[src/mesr_pkg.sv]
// shared constants for the per-port mac event status registers
// assumes a 16-bit cpu port with byte addresses; 32-bit registers span two words
`default_nettype none

package mesr_pkg;

    // =====================================================================
    // register map (byte addresses, 16-bit words)
    localparam logic [7:0]  EVT_STATUS_ADDR = 8'h08;
    localparam logic [7:0]  WRAP_LO_ADDR    = 8'h0a;
    localparam logic [7:0]  WRAP_HI_ADDR    = 8'h0c;

    // =====================================================================
    // event status field positions
    localparam int          PAUSE_BIT       = 15;
    localparam int          MEDIA_BIT       = 13;
    localparam int          OVERLONG_BIT    = 12;
    localparam int          RUNT_BIT        = 11;
    localparam int          CRC_BIT         = 9;
    localparam int          FULL_BIT        = 8;
    localparam int          COUNT_LSB       = 6;
    localparam int          UNF_BIT         = 0;
    localparam logic [15:0] EVT_FLAG_MASK   = 16'hbb01;
    localparam logic [15:0] EVT_RESET       = 16'h0000;
    localparam logic [1:0]  COUNT_MAX       = 2'h2;
    localparam logic [15:0] RUNT_LEN        = 16'h0040;

    // =====================================================================
    // transmit counter wrap status
    localparam logic [31:0] WRAP_MASK       = 32'h000f_fe07;
    localparam logic [31:0] WRAP_RESET      = 32'h0000_0000;

endpackage : mesr_pkg

`default_nettype wire

[src/mesr_wrap_if.sv]
// carrier between the status core and the transmit wrap register
// assumes both ends sit on the same clock
`default_nettype none

interface mesr_wrap_if;
    logic [19:0] wrap_pulse;
    logic        clear;
    logic [31:0] status;
    logic        pending;

    modport regs (input wrap_pulse, input clear, output status, output pending);
    modport core (output wrap_pulse, output clear, input status, input pending);
endinterface : mesr_wrap_if

`default_nettype wire

[src/mesr_wrap_regs.sv]
// transmit counter wrap status register, cleared as a whole by the core
// assumes wrap pulses are one cycle per counter rollover, same clock
`default_nettype none

module mesr_wrap_regs
    import mesr_pkg::*;
(
    input  wire logic   ref_clk,
    input  wire logic   reset_n,
    mesr_wrap_if.regs   wrap
);
    import mesr_pkg::*;

    typedef struct packed {
        logic [31:0] flags;
    } mesr_wrap_state_t;

    mesr_wrap_state_t st;
    mesr_wrap_state_t next_st;
    logic [31:0]      set_vec;

    // =====================================================================
    // flags
    // unused rollover lines are masked so reserved bits can never rise
    assign set_vec = {12'h000, wrap.wrap_pulse} & WRAP_MASK;

    always_comb begin
        next_st = st;
        // a rollover in the clearing cycle survives the clear
        next_st.flags = (wrap.clear ? WRAP_RESET : st.flags) | set_vec;
    end

    always_ff @(posedge ref_clk or negedge reset_n) begin
        if (!reset_n) begin
            st <= '0;
        end else begin
            st <= next_st;
        end
    end

    assign wrap.status  = st.flags;
    assign wrap.pending = |st.flags;
endmodule : mesr_wrap_regs

`default_nettype wire

[src/mesr_core.sv]
// per-port transmit/receive event status and transmit wrap status registers
// assumes mac paths, error mode bits and cpu strobes all come from ref_clk logic
//
// What this block does
// reading event status clears all flags; the frame count survives the read.
// underflow flag sets only when stop-on-underflow is configured.
// receive error flags set only if their pass bit is set.
// frame with any unpassed event sets no flag at all.
// in append mode, frame status is written after the frame data.
// bit 15 marks a received pause frame.
// bit 13 marks symbol error in pcs mode or gmii error otherwise.
// bit 12 marks a frame longer than the maximum frame length.
// bit 11 marks a frame shorter than 64 bytes.
// bit 9 marks a frame with bad crc.
// bit 8 marks receive fifo running full during a frame.
// bits 7:6 count frames in transmit fifo, at most two.
// bit 0 marks transmit fifo empty while transmitter needs data.
// a wrapping transmit counter sets its wrap flag.
// reading the wrap register clears it and withdraws its pending signal.
// wrap bits 19..16, 15..9 size bins, 2..0 cast types.
// pass controls are pause, media error, overlong, runt, crc and fifo full frames.
// a frame with an unpassed event is dropped from the receive fifo.
// reserved bits read zero; both registers reset to zero.
// an event in the clearing cycle survives the clear.
`default_nettype none

module mesr_core
    import mesr_pkg::*;
(
    input  wire logic        ref_clk,
    input  wire logic        reset_n,
    // cpu register port
    input  wire logic        cpu_rd,
    input  wire logic [7:0]  cpu_addr,
    output logic      [15:0] cpu_rdata,
    output logic             cpu_rvalid,
    // error mode bits
    input  wire logic        stop_on_underflow,
    input  wire logic        pass_pause_frames,
    input  wire logic        pass_media_error_frames,
    input  wire logic        pass_overlong_frames,
    input  wire logic        pass_runt_frames,
    input  wire logic        pass_crc_frames,
    input  wire logic        pass_fifo_full_frames,
    input  wire logic        pcs_coding_mode,
    input  wire logic        status_append_mode,
    input  wire logic [15:0] max_frame_length,
    // receive path, per-frame summary at frame end
    input  wire logic        rx_frame_end,
    input  wire logic [15:0] rx_frame_len,
    input  wire logic        rx_pause,
    input  wire logic        rx_symbol_err,
    input  wire logic        rx_gmii_err,
    input  wire logic        rx_crc_err,
    input  wire logic        rx_fifo_full,
    output logic             rx_frame_drop,
    output logic             rx_status_wr,
    output logic      [15:0] rx_status_word,
    // transmit path
    input  wire logic        tx_frame_load,
    input  wire logic        tx_frame_done,
    input  wire logic        tx_underflow,
    input  wire logic [19:0] tx_counter_wrap,
    output logic      [1:0]  tx_fifo_frame_count,
    output logic             tx_wrap_pending
);
    import mesr_pkg::*;

    typedef struct packed {
        logic [15:0] evt_flags;
        logic [1:0]  frame_count;
        logic [15:0] rdata;
        logic        rvalid;
        logic [15:0] wrap_hi_snap;
        logic        status_wr;
        logic [15:0] status_word;
        logic        frame_drop;
    } mesr_core_state_t;

    mesr_core_state_t st;
    mesr_core_state_t next_st;

    mesr_wrap_if wrap ();

    logic [15:0] rx_events;
    logic [15:0] pass_vec;
    logic        blocked;
    logic        accept;
    logic [15:0] set_vec;
    logic        rd_evt;
    logic        rd_lo;
    logic        rd_hi;
    logic [15:0] evt_view;
    logic        media_err;

    // =====================================================================
    // receive event classification
    always_comb begin
        media_err = pcs_coding_mode ? rx_symbol_err : rx_gmii_err;
        rx_events               = 16'h0000;
        rx_events[PAUSE_BIT]    = rx_pause;
        rx_events[MEDIA_BIT]    = media_err;
        rx_events[OVERLONG_BIT] = rx_frame_len > max_frame_length;
        rx_events[RUNT_BIT]     = rx_frame_len < RUNT_LEN;
        rx_events[CRC_BIT]      = rx_crc_err;
        rx_events[FULL_BIT]     = rx_fifo_full;
        pass_vec                = 16'h0000;
        pass_vec[PAUSE_BIT]     = pass_pause_frames;
        pass_vec[MEDIA_BIT]     = pass_media_error_frames;
        pass_vec[OVERLONG_BIT]  = pass_overlong_frames;
        pass_vec[RUNT_BIT]      = pass_runt_frames;
        pass_vec[CRC_BIT]       = pass_crc_frames;
        pass_vec[FULL_BIT]      = pass_fifo_full_frames;
    end

    // one unpassed event blocks every flag of the frame, not only its own
    assign blocked = |(rx_events & ~pass_vec);
    assign accept  = rx_frame_end && !blocked;

    always_comb begin
        set_vec = accept ? rx_events : 16'h0000;
        set_vec[UNF_BIT] = tx_underflow && stop_on_underflow;
    end

    // =====================================================================
    // register decode
    assign rd_evt   = cpu_rd && (cpu_addr == EVT_STATUS_ADDR);
    assign rd_lo    = cpu_rd && (cpu_addr == WRAP_LO_ADDR);
    assign rd_hi    = cpu_rd && (cpu_addr == WRAP_HI_ADDR);
    assign evt_view = (st.evt_flags & EVT_FLAG_MASK)
                    | {8'h00, st.frame_count, 6'h00};

    assign wrap.wrap_pulse = tx_counter_wrap;
    // the low word read clears the whole register; the high half is kept in a snapshot
    assign wrap.clear      = rd_lo;

    // =====================================================================
    // next state
    always_comb begin
        next_st = st;
        // flags raised in the read cycle stay for the next read
        next_st.evt_flags = ((rd_evt ? EVT_RESET : st.evt_flags) | set_vec)
                          & EVT_FLAG_MASK;

        // frame count is untouched by the read
        // saturation is judged per direction, so a load and a transmit together cancel
        unique case ({tx_frame_load, tx_frame_done})
            2'b10: begin
                if (st.frame_count < COUNT_MAX) begin
                    next_st.frame_count = st.frame_count + 2'h1;
                end
            end
            2'b01: begin
                if (st.frame_count != 2'h0) begin
                    next_st.frame_count = st.frame_count - 2'h1;
                end
            end
            default: begin
                next_st.frame_count = st.frame_count;
            end
        endcase

        next_st.rvalid = cpu_rd;
        next_st.rdata  = 16'h0000;
        if (rd_evt) begin
            next_st.rdata = evt_view;
        end else if (rd_lo) begin
            next_st.rdata        = wrap.status[15:0];
            next_st.wrap_hi_snap = wrap.status[31:16];
        end else if (rd_hi) begin
            next_st.rdata = st.wrap_hi_snap;
        end

        // status word follows the last data word of an accepted frame
        next_st.status_wr   = accept && status_append_mode;
        next_st.status_word = accept ? rx_events : st.status_word;
        next_st.frame_drop  = rx_frame_end && blocked;
    end

    always_ff @(posedge ref_clk or negedge reset_n) begin
        if (!reset_n) begin
            st <= '0;
        end else begin
            st <= next_st;
        end
    end

    mesr_wrap_regs u_wrap (
        .ref_clk (ref_clk),
        .reset_n (reset_n),
        .wrap    (wrap)
    );

    assign cpu_rdata           = st.rdata;
    assign cpu_rvalid          = st.rvalid;
    assign rx_frame_drop       = st.frame_drop;
    assign rx_status_wr        = st.status_wr;
    assign rx_status_word      = st.status_word;
    assign tx_fifo_frame_count = st.frame_count;
    assign tx_wrap_pending     = wrap.pending;
endmodule : mesr_core

`default_nettype wire

[config.mk]
export PLATFORM = sky130hd
export DESIGN_NAME = mesr_core
export DESIGN_NICKNAME = d
export VERILOG_FILES = /design/src/mesr_pkg.sv /design/src/mesr_wrap_if.sv /design/src/mesr_wrap_regs.sv /design/src/mesr_core.sv
export SDC_FILE = /design/constraint.sdc
export NUM_CORES = 1
export LEC_CHECK = 0
export BUFFER_PORTS_ARGS = -buffer_cell sky130_fd_sc_hd__buf_2
export CAP_MARGIN = 20
export CORE_MARGIN = 3
export CORE_UTILIZATION = 44
export CTS_BUF_LIST = sky130_fd_sc_hd__clkbuf_4
export CTS_CLUSTER_SIZE = 14
export DETAILED_ROUTE_END_ITERATION = 8
export GPL_TIMING_DRIVEN = 0
export PLACE_DENSITY = 0.91
export SYNTH_ARGS = -nofsm -noshare
export SYNTH_HDL_FRONTEND = slang
export SYNTH_SLANG_ARGS = --single-unit
[constraint.sdc]
create_clock -name ref_clk -period 1.05 [get_ports ref_clk]
set_clock_uncertainty 0.1 [all_clocks]
set_input_delay 0.105 -clock ref_clk [delete_from_list [all_inputs] [get_ports ref_clk]]
set_output_delay 0.105 -clock ref_clk [all_outputs]
set_load 0.1 [all_outputs]
## Yosys cells after proc, flatten, opt, wreduce, memory -nomap -nowiden

Index checks and enable logic that the tools add are counted.
W data, S select, Z words.

- Register bits: 82
- Bits of input ports: 81
- Output and inout bits: 38
- Word-level logic and storage cells: 51

- Add/sub/neg operators: 2
- Magnitude comparators: 3
- Equality and inequality tests: 7
- Muxes and demuxes: 10
- Bitwise logic cells: 6
- Reduce and logical (&&, ||, !) cells: 14

Operator list:

| operator | count |
|---|---|
| $mux W16 | 5 |
| $mux W32 | 1 |
| $or A32 B20 Y32 | 1 |
| $reduce_or A32 Y1 | 1 |
| $eq A8 B4 Y1 const B | 3 |
| $and A16 B16 Y16 | 1 |
| $gt A16 B16 Y1 | 1 |
| $lt A16 B7 Y1 const B | 1 |
| $not A16 Y16 | 1 |
| $or A16 B16 Y16 | 1 |
| $or A16 B8 Y16 | 1 |
| $reduce_or A16 Y1 | 1 |
| $logic_and A1 B1 Y1 | 7 |
| $mux W2 | 2 |
| $ne A2 B2 Y1 const B | 2 |
| $pmux W2 S2 | 1 |
| $reduce_bool A2 Y1 | 2 |
| $reduce_and A3 Y1 | 1 |
| $add A2 B1 Y2 const B | 1 |
| $eq A2 B1 Y1 const B | 1 |
| $eq A2 B2 Y1 const B | 1 |
| $lt A2 B2 Y1 const B | 1 |
| $reduce_and A2 Y1 | 1 |
| $sub A2 B1 Y2 const B | 1 |
| 3 further kinds | 3 |

## Longest topological paths before layout

- Word-level depth: 7
- Gate-level depth with buffers: 9
- Mapped depth without buffers: 8

## Modules after synthesis

Synthesis repeated with hierarchy kept, for this count alone.

- Cell total of the unflattened synthesis: 304
- Area total of the unflattened synthesis: 3384.5 sq um

Modules (own cells, without submodules):

| module | times used | cells an instance | area an instance (sq um) | seq. area each (sq um) |
|---|---|---|---|---|
| mesr_core | 1 | 250 | 2745.1 | 1251.2 |
| mesr_wrap_regs | 1 | 54 | 639.4 | 350.3 |

## Worst setup path after synthesis

No wires, ideal clock.

- Kind: in2reg
- From: input cpu_addr[4]
- To: register u_wrap.st (netlist bit u_wrap.wrap.status[13])
- Setup time: 0.118 ns
- Arrival: 1.939 ns
- Data required time: 0.832 ns
- Setup slack: -1.107 ns
- Stages on the path: 6
- Path buffers: 2
- Path through: or4b_1 -> or4b_4 -> or3b_1 -> buf_6 -> buf_8 -> a21o_1

RTL lines:

| element | line | RTL |
|---|---|---|
| start, declared | mesr_core.sv:34 | `input wire logic [7:0] cpu_addr,` |
| end signal, assigned | mesr_wrap_regs.sv:37 | `st <= next_st;` |
| end, declared | mesr_wrap_regs.sv:18 | `mesr_wrap_state_t st;` |

==> reports/qor.txt <==
Max Cap Viol = 0
top post-synthesis cells by area = dfrtp_1, buf_4, ha_1, a22o_1, a21o_1
clock latency on the worst-skew pair = 370 ps
Worst Path Max Fanout = 7
Mapped Area = 2601 um2
Clock power frac = 17.1%
H-tree depth = 2
Die Y = 82.89 um
Area growth syn-to-layout = 81.48%
register area share after synthesis = 48.10%
Storage cell area = 1256 um2
RePlAce Congestion = 0.7713
vias in the first global route = 2653
Startpoint Class = input port
R2R Setup Slk = -180 ps
Synth cell types = 40
final layout net count = 503
worst vdd ir = 1.267 mV
RSZ-0062 raised after global routing = yes
grt ovf = 0
DIE AREA = 6871 um2
Clock Sinks = 50
Pint = 3.511 mW
fin crit share = 186.4%
antenna-violating nets left = 0
Total Power = 5.744 mW
Top FF cell, synth = dfrtp_1
WHS Path Cells = 3
vias = 2658
Synth Instances = 244
status = complete, but fails checks
# diodes = 0
clock tree from TritonCTS = built
Overall Global Routing Usage = 25.70%
TritonRoute pass-1 iters = 5
Clock Tree Buf Depth = 2
dpl ws = -1282 ps
Die X-Extent = 82.89 um
Pins Over Slew Limit = 0
Reg power frac = 38.0%
Pleak = 2.222 nW
first-pass GRT wire length = 14040 um
hpwl dp = 4653 um
Critical Path RT = 1220 ps
CTS Buf Count = 5
Comb pwr share = 44.9%
initial antenna violation count = 0
Multi-input gate area = 1409 um2
Post-synth EDFFs = 0
f_max = 0.5110 GHz
final worst slack = -907.0 ps
Final setup violation count = 75
post-layout min period = 1957 ps
PortBufs = 100
share of post-route cells with drive strength above 1 = 57.25%
share of the synthesized area in the top cell type = 48.10%
largest net degree at the start of global routing = 51
r2r endpoint = tx_fifo_frame_count[0]
Worst Reg2Reg Path Length in Cells = 4
Yosys reg bits = 50
commonest non-fill, non-tap cell in the layout = buf_2
dominant cell type by area after synthesis = dfrtp_1
row cnt = 27
Starting Density = 46.39%
switching share of total power = 38.87%
Worst EP arrival = 2130 ps
worst r2r src = tx_fifo_frame_count[1]
Wirelength per Cell = 22.53 um
# DRC = 0
Core Box Area = 5608 um2
commonest cells after routing, fill and taps aside = buf_2, dfrtp_1, buf_6
P per Cell Area = 1217 nW/um2
syn_area_per_cell = 10.66 um2
Filler Cell Count = 252
Async SR Flop Fraction = 100.0%
YS warnings = 0
Iteration-0 DRC Markers = 202
Final Hold Viols = 0
hold path start = pass_runt_frames
Worst Hold Endpoint = rx_frame_drop
failing checks = setup timing
worst min path class = input port to flip-flop
P_sw = 2.233 mW
routed vias/inst = 5.549
CP endpoint kind = flip-flop
Top Ports = 119
Total Wirelength = 10790 um
Setup CP Type = input port to flip-flop
clock root buffer = clkbuf_4
CTS clk-pin slew, worst paths = 150 ps
-- repair_timing --
| item | 4_1_cts | 5_1_grt |
|---|---|---|
| cloned | 2 | 0 |
| hold buffers | 24 | 1 |
| buffers inserted | 24 | 11 |
| hold endpoints to repair | 76 | 50 |
| endpoints found under the setup margin | 74 | 75 |
| gates resized for setup | 161 | 43 |
| pin swaps | 27 | 27 |
-- power groups by stage --
stage               Sequential, mW  Clock, mW  Combinational (mW)
floorplan                     2.21          0                1.28
global placement              2.18          0                1.65
detailed placement            2.19          0                1.69
CTS                           2.16      0.911                2.32
global route                  2.19       1.07                2.68
finish                        2.18      0.984                2.58
-- cell usage after synthesis (4+ instances only) --
cell,n
ha_1,16
nand2_1,16
nand4_1,5
o21ai_0,4
a22o_1,13
a21o_1,14
nor4_1,6
dfrtp_1,50
mux2_2,7
buf_4,34
a21oi_1,11
and2_1,6
inv_1,23
nor2_1,8
-- through the flow --
| stage | util [%] | std cells | hold WS (ps) | instance area (um2) | setup TNS [ps] |
|---|---|---|---|---|---|
| 4_1_cts | 79.79 | 469 | -140.3 | 4474 | -39070 |
| 3_3_place_gp | 60.71 | 427 | 125.3 | 3405 | -57210 |
| 2_1_floorplan | - | 255 | -290.6 | 2814 | -42730 |
| 5_1_grt | 84.18 | 479 | 2.588 | 4721 | -42760 |
| 6_report | 84.18 | 479 | 0.6775 | 4721 | -40700 |
| 3_5_place_dp | 60.71 | 427 | 129.0 | 3405 | -59980 |
-- layer usage --
| layer | vias up | wire [um] | track usage (%) |
|---|---|---|---|
| met2 | 214 | 5431 | 48.32 |
| met1 | 1260 | 3702 | 28.22 |
| met3 | 53 | 1052 | 6.151 |
| met5 | - | 0 | 0 |
| met4 | 0 | 606 | 8.024 |
| li1 | 1131 | - | - |
-- how the worst max path moves through the flow --
| stage | from | to | slack, ps | cells after the start |
|---|---|---|---|---|
| after floorplan | cpu_addr[4] | u_wrap.wrap.status[13] | -1080 | 6 |
| after global placement | cpu_addr[4] | u_wrap.wrap.status[13] | -1240 | 7 |
| after detailed placement | cpu_addr[4] | u_wrap.wrap.status[18] | -1280 | 7 |
| after CTS | cpu_addr[4] | st[62] | -850 | 7 |
| after global routing | cpu_addr[4] | st[61] | -920 | 7 |
| final | cpu_addr[4] | st[61] | -910 | 7 |
-- logic make-up (layout without fill, tap and decap cells) --
logic type               after synthesis  in the layout  share of synthesized area (%)
AO/OA/AOI/OAI                         54             54                          15.01
adder cells (fa/ha/maj)               16             16                          7.696
buffers and inverters                 62            214                          14.62
flip-flops                            50             50                          48.10
multiplexers                           7              7                          3.030
other                                  1             12                         0.1442
AND/OR/NAND/NOR                       54             54                          11.40
-- registers in the layout, indices dropped and copies added, names as in the netlist --
name and count:
u_wrap.wrap.status 14, tx_fifo_frame_count 2, cpu_rvalid 1, rx_frame_drop 1, st 11, rx_status_word 6, cpu_rdata 14, rx_status_wr 1
-- layout make-up --
type	count	share of cell area [%]
Buffer	22	4.453
Clock buffer	8	1.272
Inverter	23	2.200
Multi-Input combinational cell	143	29.84
Sequential cell	50	26.61
Tap cell	72	1.908
Timing Repair Buffer	161	33.71
-- worst max-delay path, cell delays in order --
cell and delay [ps]:
buf_6 90, or4b_1 520, or4b_4 520, buf_6 140, or3_4 350, buf_8 160
a22o_1 240
Note: power is estimated with default switching activity, not from simulation.
